`config.mk`:
```
export PLATFORM = sky130hd
export DESIGN_NAME = isc_idle_ctrl
export DESIGN_NICKNAME = d
export VERILOG_FILES = /design/src/include/isc_pkg.sv /design/src/hdl/isc_idle_ctrl.sv
export VERILOG_INCLUDE_DIRS = /design/src /design/src/include
export SDC_FILE = /design/constraint.sdc
export NUM_CORES = 1
export LEC_CHECK = 0
export BUFFER_PORTS_ARGS = -buffer_cell sky130_fd_sc_hd__buf_2
export CAP_MARGIN = 10
export CORE_UTILIZATION = 34
export DETAILED_ROUTE_END_ITERATION = 8
export SETUP_SLACK_MARGIN = 0.2
export SLEW_MARGIN = 20
export SYNTH_ARGS = -nofsm -noshare
export SYNTH_HDL_FRONTEND = slang
export SYNTH_SLANG_ARGS = --single-unit
```
`constraint.sdc`:
```
create_clock -name hclk -period 2.25 [get_ports hclk]
set_input_delay 0.45 -clock hclk [delete_from_list [all_inputs] [get_ports hclk]]
set_output_delay 0.45 -clock hclk [all_outputs]
set_load 0.02 [all_outputs]
```
`src/include/isc_consts.svh`:
```
// Register offsets, field positions, reset values and timing counts
`ifndef ISC_CONSTS_SVH
`define ISC_CONSTS_SVH
`define ISC_OFF_CTRL      8'h00
`define ISC_OFF_MASK      8'h04
`define ISC_OFF_CLKSEL    8'h08
`define ISC_OFF_STATUS    8'h0C
`define ISC_OFF_PRIO      8'h10
`define ISC_CTRL_STOP     0
`define ISC_CTRL_MODESEL  1
`define ISC_MASK_NMI0     0
`define ISC_MASK_NMI2     1
`define ISC_MASK_MI       2
`define ISC_MASK_RST      32'h0000_0000
`define ISC_CLKSEL_RST    32'h0000_0000
`define ISC_CS_SUBUSED    0
`define ISC_CS_T16WT      1
`define ISC_CS_WTPRE      2
`define ISC_CS_T8EXT      3
`define ISC_CS_T8MATCH    4
`define ISC_CS_T16IDLE    5
`define ISC_CS_THSUB      6
`define ISC_CS_WD2SUB     7
`define ISC_CS_WTMAIN     8
`define ISC_CS_CSIEXT     9
`define ISC_CS_UARTEXT    10
`define ISC_CS_RTT5       11
`define ISC_CS_T5IDLE     12
`define ISC_CS_CPUSUB     13
`define ISC_NOP_COUNT     3'h5
`endif

```
`src/include/isc_pkg.sv`:
```
// Types for the standby mode controller
package isc_pkg;
  typedef enum logic [1:0] {
    ISC_RUN,
    ISC_ENTER,
    ISC_IDLE
  } isc_state_t;
  typedef logic [7:0] isc_irq_t;
  typedef logic [3:0] isc_prio_t;
endpackage : isc_pkg

```
`src/hdl/isc_idle_ctrl.sv`:
```
// IDLE standby mode controller with AHB-Lite register slave
// Operating notes
// Register map, all single aligned words:
//   CTRL   bit0 stop request, bit1 mode select; stop cleared on wake
//   MASK   bit0 nmi pin, bit1 watchdog2 nmi, bit2 all maskable requests
//   CLKSEL bits 0..13 count-clock selections; bit0 subclock fitted
//   STATUS bit0 converter fault, bit1 entering, bit2 idle, bit3 pending
//   PRIO   bits 3:0 serviced level, bit4 in handler, bit5 enabled state
// Bus slave never stretches; every transfer has zero wait states.
// Read data comes straight from the data-phase decode, no extra flop.
// Unmapped offsets read zero and swallow writes; response is OKAY.
//
// Entry sequence:
//   Write to CTRL with stop set and mode select clear moves to ENTER.
//   ENTER counts retired NOPs from the CPU; five of them reach IDLE.
//   A wake request seen during ENTER drops straight back to RUN.
//   Counting NOPs, not cycles, keeps a stalled pipeline from entering
//   with the entering store still in flight.
//
// Release:
//   Any unmasked source, the watchdog2 interrupt only while the CPU runs on subclock, leaves IDLE on the next edge, no stabilise wait.
//   Pulses for wake, acknowledge and NMI branch follow that same edge.
//   Clock enables come back one edge after the wake pulse appears.
//   A request below the serviced level only wakes; it is left pending
//   and the sticky status bit tells software so.
//
// Reset paths:
//   The async reset pin clears everything at once, except the clock enables, which it sets high.
//   The watchdog2 reset pin acts only while the CPU runs on subclock,
//   and then clears the sequencer and software registers, but not the pending bit, synchronously.
//   Because the CLKSEL clear drops the subclock choice, a held
//   watchdog2 reset level releases itself after one cycle.
//
// Pin inputs:
//   NMI, watchdog2 reset and the eight external pins are asynchronous.
//   Three flops and a hold flop each; a level counts only when stages two and three
//   agree, so one metastable sample cannot raise a false wake.
//   The cost is four cycles of latency from pin to wake.
//   Watchdog2 interrupt and peripheral request are already on hclk.
//
// Clock gating:
//   Gate enables are flopped so a glitch in the selection decode
//   never reaches a clock gate cell downstream.
//   Enables stay high outside IDLE; selections only matter in IDLE.
//   Entry drops the enables one edge after idle_active rises.
//
// Limitations:
//   Only one pending sticky bit; several lower requests merge into it.
//   The priority compare uses a single level on req_prio; the caller
//   must present the level of the request that is actually waking.
//   Converter enables are only flagged, never forced off here.
//   HALT and STOP modes are not handled by this block.
//
// Retention:
//   RAM write block, port hold and buffer block follow idle directly,
//   so they are already set in the first IDLE cycle.
//   The oscillator and key interrupt clock are never gated.
//
// Verification hooks:
//   All outputs are ports so the checker sees them without reaching in.
//   Wake and reset pulses are single cycle for easy counting.
//
// The register addresses and register access over AHB-Lite were chosen for this implementation.
`timescale 1ns/1ps
`include "isc_consts.svh"

module isc_idle_ctrl (
  input  wire logic                hclk,
  input  wire logic                hresetn,
  input  wire logic                hsel,
  input  wire logic [31:0]         haddr,
  input  wire logic [1:0]          htrans,
  input  wire logic                hwrite,
  input  wire logic [2:0]          hsize,
  input  wire logic [31:0]         hwdata,
  input  wire logic                hready,
  output logic [31:0]              hrdata,
  output logic                     hreadyout,
  output logic                     hresp,
  input  wire logic                nmi_pin,
  input  wire logic                watchdog2_interrupt,
  input  wire isc_pkg::isc_irq_t   external_irq_pins,
  input  wire isc_pkg::isc_irq_t   external_irq_mask,
  input  wire logic                periph_irq,
  input  wire isc_pkg::isc_prio_t  req_prio,
  input  wire logic                watchdog2_reset,
  input  wire logic                cpu_nop_retire,
  input  wire logic                converter_enable_bit,
  input  wire logic                converter_enable_bit2,
  output logic                     cpu_clk_en,
  output logic                     periph_clk_en,
  output logic                     osc_enable,
  output logic                     idle_active,
  output logic                     wake_pulse,
  output logic                     wake_ack,
  output logic                     wake_branch_nmi,
  output logic                     sync_reset,
  output logic                     ram_write_block,
  output logic                     port_hold,
  output logic                     key_irq_clk_en,
  output logic                     timer16_clk_en,
  output logic                     timer8_clk_en,
  output logic                     timer_h1_clk_en,
  output logic                     watchdog2_clk_en,
  output logic                     watch_timer_clk_en,
  output logic                     serial_clk_en,
  output logic                     async_serial_channel0_clk_en,
  output logic                     rt_output_clk_en,
  output logic                     rt_buffer_write_block,
  output logic                     watch_timer_prescaler_sel,
  output logic                     converter_fault
);
  import isc_pkg::*;

  // Pin synchronisers: three stages, change taken when stages 2 and 3 agree
  logic [9:0] pin_s1_reg, pin_s2_reg, pin_s3_reg, pin_reg;
  wire  [9:0] pin_raw = {nmi_pin, watchdog2_reset, external_irq_pins};
  always_ff @(posedge hclk or negedge hresetn) begin
    if (!hresetn) begin
      pin_s1_reg <= 10'h000;
      pin_s2_reg <= 10'h000;
      pin_s3_reg <= 10'h000;
      pin_reg    <= 10'h000;
    end else begin
      pin_s1_reg <= pin_raw;
      pin_s2_reg <= pin_s1_reg;
      pin_s3_reg <= pin_s2_reg;
      pin_reg    <= (pin_s2_reg & pin_s3_reg) | (pin_reg & (pin_s2_reg | pin_s3_reg));
    end
  end
  wire       nmi_sync  = pin_reg[9];
  wire       wd2r_sync = pin_reg[8];
  isc_irq_t ext_sync;
  assign ext_sync = pin_reg[7:0];

  // Registers
  logic       stop_request_bit_reg, power_mode_select_bit_reg;
  logic [2:0] mask_reg;
  logic [13:0] clksel_reg;
  isc_prio_t  serv_prio_reg;
  logic       in_isr_reg, ie_reg;
  isc_state_t state_reg, state_next;
  logic [2:0] nop_cnt_reg;
  logic       wake_pending_reg;

  // AHB-Lite address phase capture
  logic       dp_valid_reg, dp_write_reg;
  logic [7:0] dp_addr_reg;
  wire        ap_take = hsel & hready & htrans[1];
  always_ff @(posedge hclk or negedge hresetn) begin
    if (!hresetn) begin
      dp_valid_reg <= 1'b0;
      dp_write_reg <= 1'b0;
      dp_addr_reg  <= 8'h00;
    end else if (hready) begin
      dp_valid_reg <= ap_take;
      dp_write_reg <= hwrite;
      dp_addr_reg  <= haddr[7:0];
    end
  end

  // Decode, shared by read mux and write strobes
  function automatic logic hit(input logic [7:0] a, input logic [7:0] off);
    hit = (a == off);
  endfunction : hit
  wire wr = dp_valid_reg & dp_write_reg;
  wire wr_ctrl   = wr & hit(dp_addr_reg, `ISC_OFF_CTRL);
  wire wr_mask   = wr & hit(dp_addr_reg, `ISC_OFF_MASK);
  wire wr_clksel = wr & hit(dp_addr_reg, `ISC_OFF_CLKSEL);
  wire wr_prio   = wr & hit(dp_addr_reg, `ISC_OFF_PRIO);

  // Subclock selections and CPU clock source
  wire sub_used = clksel_reg[`ISC_CS_SUBUSED];
  wire cpu_sub  = sub_used & clksel_reg[`ISC_CS_CPUSUB];

  // Wake sources; masked ones never release
  wire nmi_src  = (nmi_sync & ~mask_reg[`ISC_MASK_NMI0]) |
                  (watchdog2_interrupt & cpu_sub & ~mask_reg[`ISC_MASK_NMI2]);
  wire mi_src   = ~mask_reg[`ISC_MASK_MI] &
                  ((|(ext_sync & ~external_irq_mask)) | periph_irq);
  wire wake_req = nmi_src | mi_src;
  wire rst_req  = wd2r_sync & cpu_sub;

  // Entry: stop request with mode select cleared
  wire enter_req = wr_ctrl & hwdata[`ISC_CTRL_STOP] & ~hwdata[`ISC_CTRL_MODESEL];

  // Mode sequencer; oscillator never stops so wake is immediate
  always_comb begin
    state_next = state_reg;
    unique case (state_reg)
      ISC_RUN:   if (enter_req) state_next = ISC_ENTER;
      ISC_ENTER: if (wake_req) state_next = ISC_RUN;
                 else if (nop_cnt_reg == `ISC_NOP_COUNT) state_next = ISC_IDLE;
      ISC_IDLE:  if (wake_req) state_next = ISC_RUN;
    endcase
  end

  // Sequencer, NOP count and reset-like release
  always_ff @(posedge hclk or negedge hresetn) begin
    if (!hresetn) begin
      state_reg   <= ISC_RUN;
      nop_cnt_reg <= 3'h0;
    end else if (rst_req) begin
      state_reg   <= ISC_RUN;
      nop_cnt_reg <= 3'h0;
    end else begin
      state_reg   <= state_next;
      if (state_reg != ISC_ENTER)
        nop_cnt_reg <= 3'h0;
      else if (cpu_nop_retire && nop_cnt_reg != `ISC_NOP_COUNT)
        nop_cnt_reg <= nop_cnt_reg + 3'h1;
    end
  end

  // Software registers; stop bit cleared by hardware on wake
  always_ff @(posedge hclk or negedge hresetn) begin
    if (!hresetn) begin
      stop_request_bit_reg      <= 1'b0;
      power_mode_select_bit_reg <= 1'b0;
      mask_reg                  <= 3'(`ISC_MASK_RST);
      clksel_reg                <= 14'(`ISC_CLKSEL_RST);
      serv_prio_reg             <= 4'h0;
      in_isr_reg                <= 1'b0;
      ie_reg                    <= 1'b0;
    end else if (rst_req) begin
      stop_request_bit_reg      <= 1'b0;
      power_mode_select_bit_reg <= 1'b0;
      mask_reg                  <= 3'(`ISC_MASK_RST);
      clksel_reg                <= 14'(`ISC_CLKSEL_RST);
      serv_prio_reg             <= 4'h0;
      in_isr_reg                <= 1'b0;
      ie_reg                    <= 1'b0;
    end else begin
      if (wr_ctrl) begin
        stop_request_bit_reg      <= hwdata[`ISC_CTRL_STOP];
        power_mode_select_bit_reg <= hwdata[`ISC_CTRL_MODESEL];
      end
      if (state_reg != ISC_RUN && state_next == ISC_RUN)
        stop_request_bit_reg <= 1'b0;
      if (wr_mask) mask_reg <= hwdata[2:0];
      if (wr_clksel) clksel_reg <= hwdata[13:0];
      if (wr_prio) begin
        serv_prio_reg <= hwdata[3:0];
        in_isr_reg    <= hwdata[4];
        ie_reg        <= hwdata[5];
      end
    end
  end

  // Wake decision: acknowledge NMI, or an enabled request when outside a handler or above serviced level
  wire waking  = (state_reg != ISC_RUN) & wake_req & ~rst_req;
  wire higher  = ~in_isr_reg | (req_prio < serv_prio_reg);
  wire ack_nmi = nmi_src;
  wire ack_mi  = mi_src & ie_reg & higher;
  always_ff @(posedge hclk or negedge hresetn) begin
    if (!hresetn) begin
      wake_pulse      <= 1'b0;
      wake_ack        <= 1'b0;
      wake_branch_nmi <= 1'b0;
      sync_reset      <= 1'b0;
    end else begin
      wake_pulse      <= waking;
      wake_ack        <= waking & (ack_nmi | ack_mi);
      wake_branch_nmi <= waking & ack_nmi;
      sync_reset      <= rst_req;
    end
  end

  // Clock gates while idle
  wire idle = (state_reg == ISC_IDLE);
  wire cs_t16wt = clksel_reg[`ISC_CS_T16WT];
  wire cs_wtpre = clksel_reg[`ISC_CS_WTPRE];
  wire t16_on   = cs_t16wt & (sub_used | cs_wtpre);
  // Match clocking also needs the 16-bit timer enabled for IDLE
  wire t8_on    = clksel_reg[`ISC_CS_T8EXT] |
                  (clksel_reg[`ISC_CS_T8MATCH] & t16_on &
                   clksel_reg[`ISC_CS_T16IDLE]);
  wire th1_on   = sub_used & clksel_reg[`ISC_CS_THSUB];
  wire wd2_on   = sub_used & clksel_reg[`ISC_CS_WD2SUB];
  wire wt_on    = sub_used | clksel_reg[`ISC_CS_WTMAIN];
  wire rt_on    = clksel_reg[`ISC_CS_RTT5] & clksel_reg[`ISC_CS_T5IDLE];
  always_ff @(posedge hclk or negedge hresetn) begin
    if (!hresetn) begin
      cpu_clk_en            <= 1'b1;
      periph_clk_en         <= 1'b1;
      timer16_clk_en        <= 1'b1;
      timer8_clk_en         <= 1'b1;
      timer_h1_clk_en       <= 1'b1;
      watchdog2_clk_en      <= 1'b1;
      watch_timer_clk_en    <= 1'b1;
      serial_clk_en         <= 1'b1;
      async_serial_channel0_clk_en <= 1'b1;
      rt_output_clk_en      <= 1'b1;
    end else begin
      cpu_clk_en            <= ~idle;
      periph_clk_en         <= ~idle;
      timer16_clk_en        <= ~idle | t16_on;
      timer8_clk_en         <= ~idle | t8_on;
      timer_h1_clk_en       <= ~idle | th1_on;
      watchdog2_clk_en      <= ~idle | wd2_on;
      watch_timer_clk_en    <= ~idle | wt_on;
      serial_clk_en         <= ~idle | clksel_reg[`ISC_CS_CSIEXT];
      async_serial_channel0_clk_en <= ~idle | clksel_reg[`ISC_CS_UARTEXT];
      rt_output_clk_en      <= ~idle | rt_on;
    end
  end

  // Static outputs; hold and retention follow idle state
  assign osc_enable                = 1'b1;
  assign key_irq_clk_en            = 1'b1;
  assign idle_active               = idle;
  assign ram_write_block           = idle;
  assign port_hold                 = idle;
  assign rt_buffer_write_block     = idle;
  assign watch_timer_prescaler_sel = ~sub_used & cs_wtpre;
  // Converter left running at entry is flagged for software
  assign converter_fault = (state_reg != ISC_RUN) &
                           (converter_enable_bit | converter_enable_bit2);

  // Read mux; unmapped reads zero, response always OKAY
  wire [31:0] rd_status = {28'h0000000, wake_pending_reg, idle,
                           state_reg == ISC_ENTER, converter_fault};
  always_ff @(posedge hclk or negedge hresetn) begin
    if (!hresetn) begin
      wake_pending_reg <= 1'b0;
    end else begin
      // Set wins over the clear done by a status read
      if (waking & ~(ack_nmi | ack_mi))
        wake_pending_reg <= 1'b1;
      else if (dp_valid_reg & ~dp_write_reg & hit(dp_addr_reg, `ISC_OFF_STATUS))
        wake_pending_reg <= 1'b0;
    end
  end
  always_comb begin
    hrdata = 32'h0000_0000;
    if (dp_valid_reg & ~dp_write_reg) begin
      if (hit(dp_addr_reg, `ISC_OFF_CTRL))
        hrdata = {30'h0000_0000, power_mode_select_bit_reg, stop_request_bit_reg};
      else if (hit(dp_addr_reg, `ISC_OFF_MASK))
        hrdata = {29'h0000_0000, mask_reg};
      else if (hit(dp_addr_reg, `ISC_OFF_CLKSEL))
        hrdata = {18'h00000, clksel_reg};
      else if (hit(dp_addr_reg, `ISC_OFF_STATUS))
        hrdata = rd_status;
      else if (hit(dp_addr_reg, `ISC_OFF_PRIO))
        hrdata = {26'h0000000, ie_reg, in_isr_reg, serv_prio_reg};
    end
  end
  assign hreadyout = 1'b1;
  assign hresp     = 1'b0;
endmodule : isc_idle_ctrl

```
# [Word level (Yosys, flattened, before mapping)]
# Cells that the tools add are included.
[word_totals] reg_bits=94 input_bits=101 output_inout_bits=56 word_cells=152
[op_classes] add_sub_neg=1 order_cmp=1 n_eq_ne=9 mux=32 bitwise_logic=65 reduce_logical=14
[op_table] operator="14-bit 2-to-1 mux" count=6
[op_table] operator="1-bit bitwise AND" count=32
[op_table] operator="10-bit bitwise AND" count=2
[op_table] operator="10-bit OR" count=2
[op_table] operator="1-bit OR" count=17
[op_table] operator="8-bit by 4-bit equality test with 1-bit output (second input constant)" count=2
[op_table] operator="3-bit 2-to-1 mux" count=5
[op_table] operator="6-bit 2-to-1 mux" count=2
[op_table] operator="2-bit nonzero test" count=6
[op_table] operator="1-bit 2-to-1 mux" count=11
[op_table] operator="2-bit 2-to-1 mux" count=5
[op_table] operator="1-bit NOT" count=10
[op_table] operator="8-bit bitwise AND" count=1
[op_table] operator="8-bit by 3-bit equality test with 1-bit output (second input constant)" count=1
[op_table] operator="8-bit by 5-bit equality test with 1-bit output (second input constant)" count=1
[op_table] operator="8-bit logical NOT" count=1
[op_table] operator="4-bit 2-to-1 mux" count=2
[op_table] operator="8-bit NOT" count=1
[op_table] operator="8-bit OR reduction" count=1
[op_table] operator="2-bit case mux with 3 select lines" count=1
[op_table] operator="3-bit nonzero test" count=2
[op_table] operator="2-bit logical NOT" count=2
[op_table] operator="4-bit less-than comparator" count=1
[op_table] operator="3-bit by 1-bit adder with 3-bit output (second input constant)" count=1
[op_table] operator="other kinds (6)" count=7

# [Longest topological paths before layout]
# Gate-level depths: netlist of run 1.
[logic_depth] word_depth=12 ltp_mapped=7 ltp_nobuf=7

# [Least setup slack after synthesis of run 1]
# Ideal clock, no wire load.
[synth_path] kind="flip-flop to output port" start="reg dp_addr_reg[1]" end="out hrdata[0]" arrival_time_ns=2.099 required_time_ns=1.800 path_slack_ns=-0.299 stages_incl_launch_ff=7 path_buffers=1 path_cell_list="dfrtp_1 or4_4 or3_1 buf_6 a211oi_1 a21oi_1 nor3_1"
[synth_between] elab_chain_cells=7 elab_cells_between_ends=11 cone_classes="4 x eq/ne; 6 x mux; 1 x reduce/logical"
[synth_lines] item="start, declared" line="isc_idle_ctrl.sv:148" text="logic [7:0] dp_addr_reg;"
[synth_lines] item="start signal, assigned" line="isc_idle_ctrl.sv:158" text="dp_addr_reg <= haddr[7:0];"
[synth_lines] item="8-bit by 5-bit equality test with 1-bit output" line="isc_idle_ctrl.sv:164" text="hit = (a == off);"
[synth_lines] item="6-bit 2-to-1 mux" line="isc_idle_ctrl.sv:345" text="else if (hit(dp_addr_reg, `ISC_OFF_PRIO))"
[synth_lines] item="6-bit 2-to-1 mux" line="isc_idle_ctrl.sv:343" text="else if (hit(dp_addr_reg, `ISC_OFF_STATUS))"
[synth_lines] item="14-bit 2-to-1 mux" line="isc_idle_ctrl.sv:341" text="else if (hit(dp_addr_reg, `ISC_OFF_CLKSEL))"
[synth_lines] item="14-bit 2-to-1 mux" line="isc_idle_ctrl.sv:339" text="else if (hit(dp_addr_reg, `ISC_OFF_MASK))"
[synth_lines] item="14-bit 2-to-1 mux (*)" line="isc_idle_ctrl.sv:337" text="if (hit(dp_addr_reg, `ISC_OFF_CTRL))"
[synth_lines] item="14-bit 2-to-1 mux (*)" line="isc_idle_ctrl.sv:336" text="if (dp_valid_reg & ~dp_write_reg) begin"
[synth_lines] item="end, declared" line="isc_idle_ctrl.sv:77" text="output logic [31:0] hrdata,"
# Every way passes the cells marked *; elsewhere a longest branch is shown, timed or not.

# [Worst setup path after layout of run 1]
[layout_path] start="reg dp_addr_reg[1]" end="out hrdata[2]"
# The elaborated chain is that of the path after synthesis.

==> results of run 1 <==
-- final cells by class --
type	instances	area (um2)
fillers	1074	6160
flip-flops and latches	94	2360
multi-input cells	220	1670
repair buffers	117	772
clock buffers	10	239
well taps	143	179
clock inverters	6	76.3
inverters	15	56.3
-- what timing repair did --
action | in CTS | in global routing
hold buffers | 0 | 0
gates resized for setup | 46 | 11
setup buffers | 2 | 3
endpoints found under the setup margin | 39 | 44
endpoints found under the hold margin | 0 | 0
pin swaps | 14 | 6
-- kinds of logic (layout without fill, tap and decap cells) --
kind of cell / count (synthesis) / count (layout) / synth area share (%)
other cells: 2 / 22 / 0.185
xor+xnor: 2 / 2 / 0.431
mux: 35 / 35 / 8.89
compound gates: 40 / 40 / 6.67
flops: 94 / 94 / 58.1
fa+ha+maj: 18 / 18 / 4.92
buf+inv: 53 / 148 / 7.63
simple gates: 103 / 103 / 13.2
-- per-stage QoR --
step	hold WS [ns]	area [um2]	cells	util, %
final	0.0597	5360	605	46.5
after global routing	0.0896	5360	605	46.5
after CTS	0.0687	5270	602	45.8
after detailed placement	0.335	4760	584	41.4
after global placement	0.332	4760	584	41.4
after floorplan	0.154	4190	367	-
-- power groups by stage --
stage               clock [mW]  sequential, mW  combinational, mW
floorplan                    0            2.12              0.485
global placement             0            2.11              0.789
detailed placement           0            2.12              0.807
CTS                       1.64            2.10              0.835
global route              1.70            2.13              0.971
finish                    1.60            2.10              0.878
-- Yosys cell counts, types with 3 or more instances --
library cell and count:
nand3_1 4, dfstp_2 9, mux2_2 9, o21ai_0 7
nand2_1 16, and2_1 8, a21o_1 3, ha_1 8
or3_1 3, maj3_1 10, nand2b_1 10, buf_4 27
dfrtp_1 85, nor2b_1 4, clkbuf_1 7, o31ai_1 3
mux2i_1 26, a21oi_1 9, nor4_1 3, a22oi_1 3
a211oi_1 3, nor3_1 4, nor2_1 37, inv_1 15
and3_1 3
-- per-layer routing --
| layer | up-vias | track usage, % |
|---|---|---|
| met5 | - | 0 |
| met4 | 0 | 5.95 |
| met3 | 8 | 3.21 |
| met2 | 86 | 24.1 |
| met1 | 1381 | 20.5 |
| li1 | 1355 | - |
-- worst max-delay path: stages (launching register included) --
cell      delay (ns)
dfrtp_1         0.38
or4_4           0.54
or3_4           0.40
a211oi_1        0.34
nor3_2          0.10
buf_2           0.17
-- path summary, 6_finish.rpt --
check / to / from / cells after the start / slack [ns]
min: pin_s2_reg[2] / hresetn / 1 / 0.06
min in group hclk: pin_s1_reg[0] / external_irq_pins[0] / 1 / 0.21
min reg2reg: pin_s2_reg[7] / pin_s1_reg[7] / 0 / 0.35
max reg2reg: stop_request_bit_reg / dp_addr_reg[1] / 8 / -0.09
max in group asynchronous: pin_s2_reg[5] / hresetn / 2 / 1.52
max: hrdata[2] / dp_addr_reg[1] / 5 / -0.47
==> results by group, run 1 <==
Route
  • Met2 wire len: 4.17 mm
  • Vias per std cell: 4.68
  • DRT Pass-1 Iters: 8
  • Initial DRC Count: 159
  • Drc violations: 16
  • Wl on met1: 4.06 mm
  • Top sig layer: met4
  • DRT antenna net count: 0
  • Detailed-route via count: 2830
  • DR WL met3: 493 um
  • Avg WL per Cell: 14.6 um
  • DRT Wirelength: 8.84 mm

Placed design
  • RD Place Congestion: 0.862
  • PortBufs: 88
  • Detailed placer's ending HPWL: 6.34 mm
  • Pre-CTS WS: -0.265 ns

Clocking
  • CTS H-Tree Depth: 3
  • Clock latency on the worst-skew pair: 0.34 ns
  • CTS Sinks: 94
  • CTS tree: yes
  • TritonCTS Buffers: 9
  • CTS Root Cell: clkbuf_16
  • Reg clk slew, reported paths: 0.07 ns
  • CTS Buffer Depth: 2

Timing
  • Slew Viols, Final: 0
  • RSZ-0062 raised after global routing: yes
  • Setup tns final: -5.95 ns
  • Max Fclk: 368 MHz
  • Final min period: 2.72 ns
  • Final Hold Fails: 0
  • Setup violators final: 17
  • Setup ws final: -0.468 ns
  • Final Skew: 0.00391 ns
  • Slew @ Worst Pin: 0.505 ns
  • Rel. slew slack: 66.3%
  • Part of the cycle the worst path needs: 121%

Die
  • Die ar.: 12400 um2
  • Die height: 111 um
  • Core box area: 11500 um2
  • Starting density of the core: 35.3%
  • Boundary Pins: 157
  • Chip width: 111 um
  • Row cnt: 39

Logic synthesis
  • Avg Inst Size Synth: 11.7 um2
  • Syn Inst Count: 347
  • Area leader, netlist: dfrtp_1
  • Synth top area cells: dfrtp_1 52%, mux2i_1 6.4%, dfstp_2 5.8%
  • Asr flop ratio synth: 100%
  • Synth top area share: 52.3%
  • Distinct cells, synth: 50
  • Synth Flop Type: dfrtp_1
  • FF+latch count, synth: 94
  • Mapped cell area: 4070 um2
  • Synth warn: 0
  • Post-synth EDFFs: 0
  • Sequential area share after synthesis: 58.1%

Worst setup path
  • Startpoint types: flop
  • CP required: 1.80 ns
  • WS Path Type: flop to output port
  • Max FO, Critical Path: 5
  • CP Capture Type: output port
  • Critical Path AT: 2.27 ns

Power
  • Sw Ratio: 29.6%
  • Combinational Power Share: 19.2%
  • Total chip power: 4.57 mW
  • Seq pwr share: 45.9%
  • Leakage power: 2.57 nW
  • Internal: 3.22 mW
  • Peak supply drop: 344 uV
  • Sw power: 1.35 mW
  • Power per Cell Area: 854 nW/um2
  • Clk network pwr share: 34.9%

Finish
  • N_diodes: 0
  • Commonest cells after routing, fill and taps aside: 84 x dfrtp_1, 75 x buf_2, 35 x nor2_1, 25 x mux2i_1, 25 x buf_4
  • Layout area overhead: 31.7%
  • Final #Nets: 566
  • Most common cell after layout, fill and taps aside: dfrtp_1
  • Share of cells above drive strength 1: 40.0%
  • Max FFs per register: 14

Run
  • Max_cap viols: 0

Global route
  • Vias in the first global route: 2913
  • Gr usage total: 15.2%
  • First-pass GRT wire length: 14.7 mm
  • Largest net degree at the start of global routing: 37
  • Initial antenna violation count: 0
  • GRT overflow: 0

Status
  • Outcome: finished with violations
  • Violated checks: DRC, setup timing

Hold path
  • HP Class: input pin to asynchronous set/reset pin
No activity file was read; power rests on OpenSTA's default activity.
==> run 2, diff against run 1 <==
Settings changed: CTS_BUF_LIST from default to sky130_fd_sc_hd__clkbuf_2.
==> results by group, run 2 (synthesized netlist as in run 1, its figures left out) <==
Clocking
  • CTS Sinks: 94 (unchanged)
  • CTS H-Tree Depth: 3 (unchanged)
  • TritonCTS Buffers: 9 (unchanged)
  • CTS Root Cell: clkbuf_2
  • CTS Buffer Depth: 2 (unchanged)
  • CTS tree: yes
  • Clock latency on the worst-skew pair: 0.56 ns (+0.22 ns)
  • Reg clk slew, reported paths: 0.27 ns (+0.20 ns)

Global route
  • Gr usage total: 15.4% (+0.13 points)
  • Largest net degree at the start of global routing: 37 (unchanged)
  • GRT overflow: 0 (unchanged)
  • Vias in the first global route: 2942 (+1.0%)
  • First-pass GRT wire length: 14.8 mm (+0.66%)
  • Initial antenna violation count: 0 (unchanged)

Power
  • Clk network pwr share: 22.1% (-13 points)
  • Sw Ratio: 32.8% (+3.2 points)
  • Sw power: 1.30 mW (-4.2%)
  • Peak supply drop: 297 uV (-14%)
  • Leakage power: 2.58 nW (+0.37%)
  • Internal: 2.65 mW (-18%)
  • Power per Cell Area: 732 nW/um2 (-14%)
  • Combinational Power Share: 24.8% (+5.6 points)
  • Seq pwr share: 53.0% (+7.1 points)

Die
  • Boundary Pins: 157 (unchanged)
  • Die ar.: 12400 um2 (unchanged)
  • Chip width: 111 um (unchanged)
  • Starting density of the core: 35.3% (unchanged)
  • Core box area: 11500 um2 (unchanged)
  • Die height: 111 um (unchanged)
  • Row cnt: 39 (unchanged)

Timing
  • Final Hold Fails: 0 (unchanged)
  • RSZ-0062 raised after global routing: yes
  • Final Skew: 0.0187 ns (+0.0148 ns)
  • Setup violators final: 17 (unchanged)
  • Slew Viols, Final: 0 (unchanged)
  • Max Fclk: 334 MHz (-9.3%)
  • Setup ws final: -0.746 ns (-0.279 ns)
  • Final min period: 3.00 ns (+0.279 ns)
  • Part of the cycle the worst path needs: 133% (+12 points)

Route
  • Vias per std cell: 4.66 (-0.28%)
  • DRT Pass-1 Iters: 8 (unchanged)
  • DRT Wirelength: 8.93 mm (+0.98%)
  • Detailed-route via count: 2906 (+2.7%)
  • Avg WL per Cell: 14.3 um (-1.9%)
  • Initial DRC Count: 175 (+10%)
  • DRT antenna net count: 0 (unchanged)
  • Drc violations: 16 (unchanged)

Worst setup path
  • CP max stage delay: 0.53 ns (about the same)
  • Buf/Inv on CP: 2 (+1)
  • Max FO, Critical Path: 5 (unchanged)
  • Slowest CP cell: or4_4
  • CP required: 1.80 ns (about the same)
  • Startpoint types: flop
  • WS Path Type: flop to output port
  • Cell chain of the critical path: or4_4 -> or3_4 -> buf_4 -> nor4_4 -> nor4bb_2 -> buf_2
  • Critical Path AT: 2.55 ns (+0.28 ns)
  • CP Capture Type: output port
  • Crit path max-delay family: simple AND/OR/NAND/NOR gates

Placed design
  • PortBufs: 88 (unchanged)
  • RD Place Congestion: 0.862 (unchanged)
  • Detailed placer's ending HPWL: 6.34 mm (unchanged)
  • Placed cell area: 4760 um2 (unchanged)

Finish
  • Number of fill cells in the layout: 1074 (unchanged)
  • Final #Nets: 584 (+3.2%)
  • Sequential Area: 2370 um2 (+0.11%)
  • Final Util: 46.9% (+0.37 points)
  • Max FFs per register: 14 (unchanged)
  • Share of cells above drive strength 1: 40.6% (+0.58 points)
  • N_diodes: 0 (unchanged)
  • Layout area overhead: 32.7%
  • Most common cell after layout, fill and taps aside: dfrtp_1
  • Area of the multi-input gates: 1690 um2 (+1.5%)
  • Commonest cells after routing, fill and taps aside: 84 x dfrtp_1, 70 x buf_2, 35 x nor2_1, 29 x buf_4, 25 x mux2i_1
  • Final Cell Area: 5400 um2 (+0.79%)

Status
  • Outcome: finished with violations
  • Violated checks: DRC, setup timing

Hold path
  • HP Class: input pin to flop

Run
  • Max_cap viols: 0 (unchanged)
## run 2: cell count changes in the layout (fill, tap and decap cells not counted), sizes merged
cell         delta
clkbuf          -1
dlygate4sd3    +11
clkinv          +1
buf             +7
## run 2: layout make-up
| class | instances | share of cell area [%] |
|---|---|---|
| tap | 143 | 3.31 |
| multi-input combinational | 220 | 31.4 |
| timing repair buffer | 135 | 18.1 |
| inverter | 15 | 1.04 |
| sequential | 94 | 43.9 |
| clock inverter | 7 | 1.48 |
| clock buffer | 9 | 0.834 |
## run 2: final timing paths
check	start	to	slack, ns	cells past startpoint
worst max-delay path	dp_addr_reg[1]	hrdata[1]	-0.75	6
worst min-delay path	haddr[4]	dp_addr_reg[4]	0.08	3
worst max register to register	dp_addr_reg[1]	stop_request_bit_reg	-0.09	8
worst min register to register	pin_s1_reg[1]	pin_s2_reg[1]	0.37	0
max in group asynchronous	hresetn	pin_s2_reg[5]	1.24	3
min in group asynchronous	hresetn	pin_s3_reg[8]	0.34	2
## run 2: metal layers
metal | wire length [um] | track usage, %
met1 | 4050 | 20.9
met2 | 4330 | 23.9
met3 | 445 | 3.27
met4 | 99 | 6.31
met5 | 0 | 0
## run 2: per-stage QoR
stage	worst slack (ns)	power (mW)	hold WS (ns)	instances	TNS (ns)
final	-0.746	3.95	0.0810	623	-9.84
after global routing	-0.880	4.20	0.0279	623	-12.14
after CTS	-0.830	3.96	0.0420	618	-11.25
after detailed placement	-0.265	2.93	0.335	584	-3.15
after global placement	-0.277	2.90	0.332	584	-3.32
after floorplan	-0.146	2.60	0.154	367	-0.990
## run 2: power groups by stage
stage	Sequential [mW]	Combinational, mW	Clock [mW]
2_1_floorplan	2.12	0.485	0
5_1_grt	2.13	1.08	0.991
6_report	2.10	0.982	0.874
4_1_cts	2.10	0.941	0.917
3_5_place_dp	2.12	0.807	0
3_3_place_gp	2.11	0.789	0
## run 2: timing repair
item | 4_1_cts | 5_1_grt
cloned | 0 | 0
setup endpoints to repair | 46 | 48
hold buffers | 11 | 0
setup buffers | 7 | 5
hold endpoints to repair | 44 | 0
pin swaps | 14 | 6
resized for setup | 66 | 11
## run 2: worst min-delay path, delay by kind of cell
kind,cells,cell delay (ns)
AND/OR/NAND/NOR,1,0.04
buffers and inverters,1,0.08
AO/OA/AOI/OAI,1,0.06
==> run 3, diff against run 2 <==
Settings changed: CTS_CLUSTER_DIAMETER from default to 80, REMOVE_ABC_BUFFERS from default to 1.
Clock period 2.25 ns to 3.55 ns, I/O delays scaled along.
==> results by group, run 3 (synthesized netlist as in run 1, its figures left out) <==
Status
  • Outcome: finished with violations
  • Violated checks: DRC

Clocking
  • Reg clk slew, reported paths: 0.24 ns (-0.03 ns)
  • Cts hold-fix bufs: 0 (-11)
  • CTS tree: yes
  • CTS Sinks: 94 (unchanged)
  • CTS Buffer Depth: 2 (unchanged)
  • CTS Root Cell: clkbuf_2
  • TritonCTS Buffers: 9 (unchanged)
  • CTS H-Tree Depth: 3 (unchanged)
  • Clock latency on the worst-skew pair: 0.55 ns (about the same)

Timing
  • Final Hold Fails: 0 (unchanged)
  • Slew Viols, Final: 0 (unchanged)
  • Slew @ Worst Pin: 0.948 ns
  • Worst hold slack: 0.235 ns (+0.154 ns)
  • RSZ-0062 raised after global routing: yes
  • Final min period: 3.29 ns
  • Part of the cycle the worst path needs: 92.7%
  • Setup violators final: 0 (-17)
  • Setup tns final: 0 ns (+9.84 ns)
  • Rel. slew slack: 36.8%
  • Max Fclk: 304 MHz
  • Final Skew: 0.0266 ns (+0.00787 ns)

Hold path
  • Hold Crit Depth: 1 (-2)
  • HP Class: input pin to flop

Worst setup path
  • Slowest CP cell: or4_4
  • Buf/Inv on CP: 1 (-1)
  • CP required: 2.84 ns (+1.04 ns)
  • Startpoint types: flop
  • Critical Path AT: 2.58 ns (+0.03 ns)
  • WS Path Type: flop to output port
  • Crit path max-delay family: simple AND/OR/NAND/NOR gates
  • CP max stage delay: 0.55 ns (+0.02 ns)
  • CP Capture Type: output port
  • Max FO, Critical Path: 6 (+1)
  • R2R cell count: 8 (unchanged)
  • Critical path depth: 6 (unchanged)
  • Cell chain of the critical path: or4_4 -> or3_4 -> a211oi_2 -> a21oi_1 -> nor3_2 -> buf_4

Route
  • Drc violations: 15 (-1)
  • Avg WL per Cell: 14.7 um (+2.3%)
  • DRT Wirelength: 8.65 mm (-3.1%)
  • DRT antenna net count: 0 (unchanged)
  • Vias per std cell: 4.75 (+1.7%)
  • Initial DRC Count: 170 (-2.9%)
  • Detailed-route via count: 2800 (-3.6%)
  • DRT Pass-1 Iters: 7 (-1)

Global route
  • Gr usage total: 14.8% (-0.59 points)
  • First-pass GRT wire length: 14.2 mm (-4.0%)
  • Largest net degree at the start of global routing: 77 (+110%)
  • GRT overflow: 0 (unchanged)
  • Vias in the first global route: 2737 (-7.0%)
  • Initial antenna violation count: 1 (+1)

Finish
  • Fin cells: 590 (-5.3%)
  • Layout area overhead: 18.5%
  • Final #Nets: 550 (-5.8%)
  • Most common cell after layout, fill and taps aside: buf_2
  • Commonest cells after routing, fill and taps aside: 85 x buf_2, 84 x dfrtp_1, 37 x nor2_1, 26 x mux2i_1, 22 x conb_1
  • Max FFs per register: 14 (unchanged)
  • Share of cells above drive strength 1: 32.7% (-7.9 points)
  • Number of fill cells in the layout: 1104 (+2.8%)

Power
  • Leakage power: 2.39 nW (-7.4%)
  • Power per Cell Area: 495 nW/um2 (-32%)
  • Peak supply drop: 230 uV (-22%)

Die
  • Die ar.: 12400 um2 (unchanged)
  • Chip width: 111 um (unchanged)
  • Core box area: 11500 um2 (unchanged)
  • Die height: 111 um (unchanged)
  • Row cnt: 39 (unchanged)
  • Starting density of the core: 35.3% (unchanged)
  • Boundary Pins: 157 (unchanged)

Placed design
  • PortBufs: 88 (unchanged)
  • Placed Instances: 568 (-2.7%)
  • Detailed placer's ending HPWL: 6.15 mm (-3.0%)
  • RD Place Congestion: 0.872 (+1.2%)

Run
  • Max_cap viols: 0 (unchanged)
## run 3: cell types whose count changed in the layout (fill, tap and decap cells not counted), sizes merged
cell | previous run | this run
buf | 124 | 101
bufinv | 1 | 2
clkbuf | 9 | 12
clkinv | 1 | 2
clkinvlp | 2 | 0
diode | 0 | 1
dlygate4sd3 | 11 | 0
inv | 18 | 15
## run 3: per-stage QoR
step | utilization, % | setup WS, ns | cell area (um2) | total power, mW
after floorplan | - | 0.656 | 3890 | 1.62
after global routing | 41.8 | 0.149 | 4820 | 2.55
after CTS | 41.4 | 0.218 | 4770 | 2.42
after global placement | 39.7 | 0.636 | 4570 | 1.80
after detailed placement | 39.7 | 0.619 | 4570 | 1.82
final | 41.8 | 0.258 | 4820 | 2.38
## run 3: per-layer routing
layer  GRT usage (%)  vias to the layer above  wire length, um
met2            23.0                       95             4110
met5               0                        -                0
li1                -                     1324                -
met4            6.76                        0              144
met3            3.10                       13              460
met1            19.8                     1368             3940
## run 3: cell type report
type                       instances  area (um2)  area share, %
sequential                        94        2360           49.1
clock inverter                     4        72.6           1.51
multi-input combinational        220        1530           31.8
tap                              143         179           3.71
antenna                            1        2.50         0.0519
timing repair buffer             101         553           11.5
inverter                          15        56.3           1.17
clock buffer                      12        60.1           1.25
## run 3: power breakdown
part,total (mW),internal (mW),switching (mW)
sequential,1.34,1.22,0.121
clock,0.583,0.241,0.342
combinational,0.459,0.185,0.274
total,2.38,1.65,0.738
## run 3: path summary, 6_finish.rpt
path	endpoint	slack (ns)	startpoint
worst max register to register	clksel_reg[5]	0.97	dp_addr_reg[7]
worst max-delay path	hrdata[0]	0.26	dp_addr_reg[7]
max in group asynchronous	serv_prio_reg[2]	2.57	hresetn
worst min-delay path	pin_s1_reg[9]	0.24	nmi_pin
min in group asynchronous	pin_s1_reg[2]	0.26	hresetn
worst min register to register	pin_s2_reg[0]	0.36	pin_s1_reg[0]
## run 3: repair_timing
item,4_1_cts,5_1_grt
hold endpoints to repair,0,0
pin swaps,5,3
setup endpoints to repair,12,5
setup buffers,2,3
gates resized for setup,10,5
## run 3: worst register-to-register path, stage by stage, from the launching register on
cell	delay, ns
dfrtp_1	0.43
or4_4	0.55
buf_6	0.16
nor4_4	0.31
buf_4	0.17
buf_4	0.10
nand3_2	0.41
mux2i_1	0.30
nor2_1	0.07
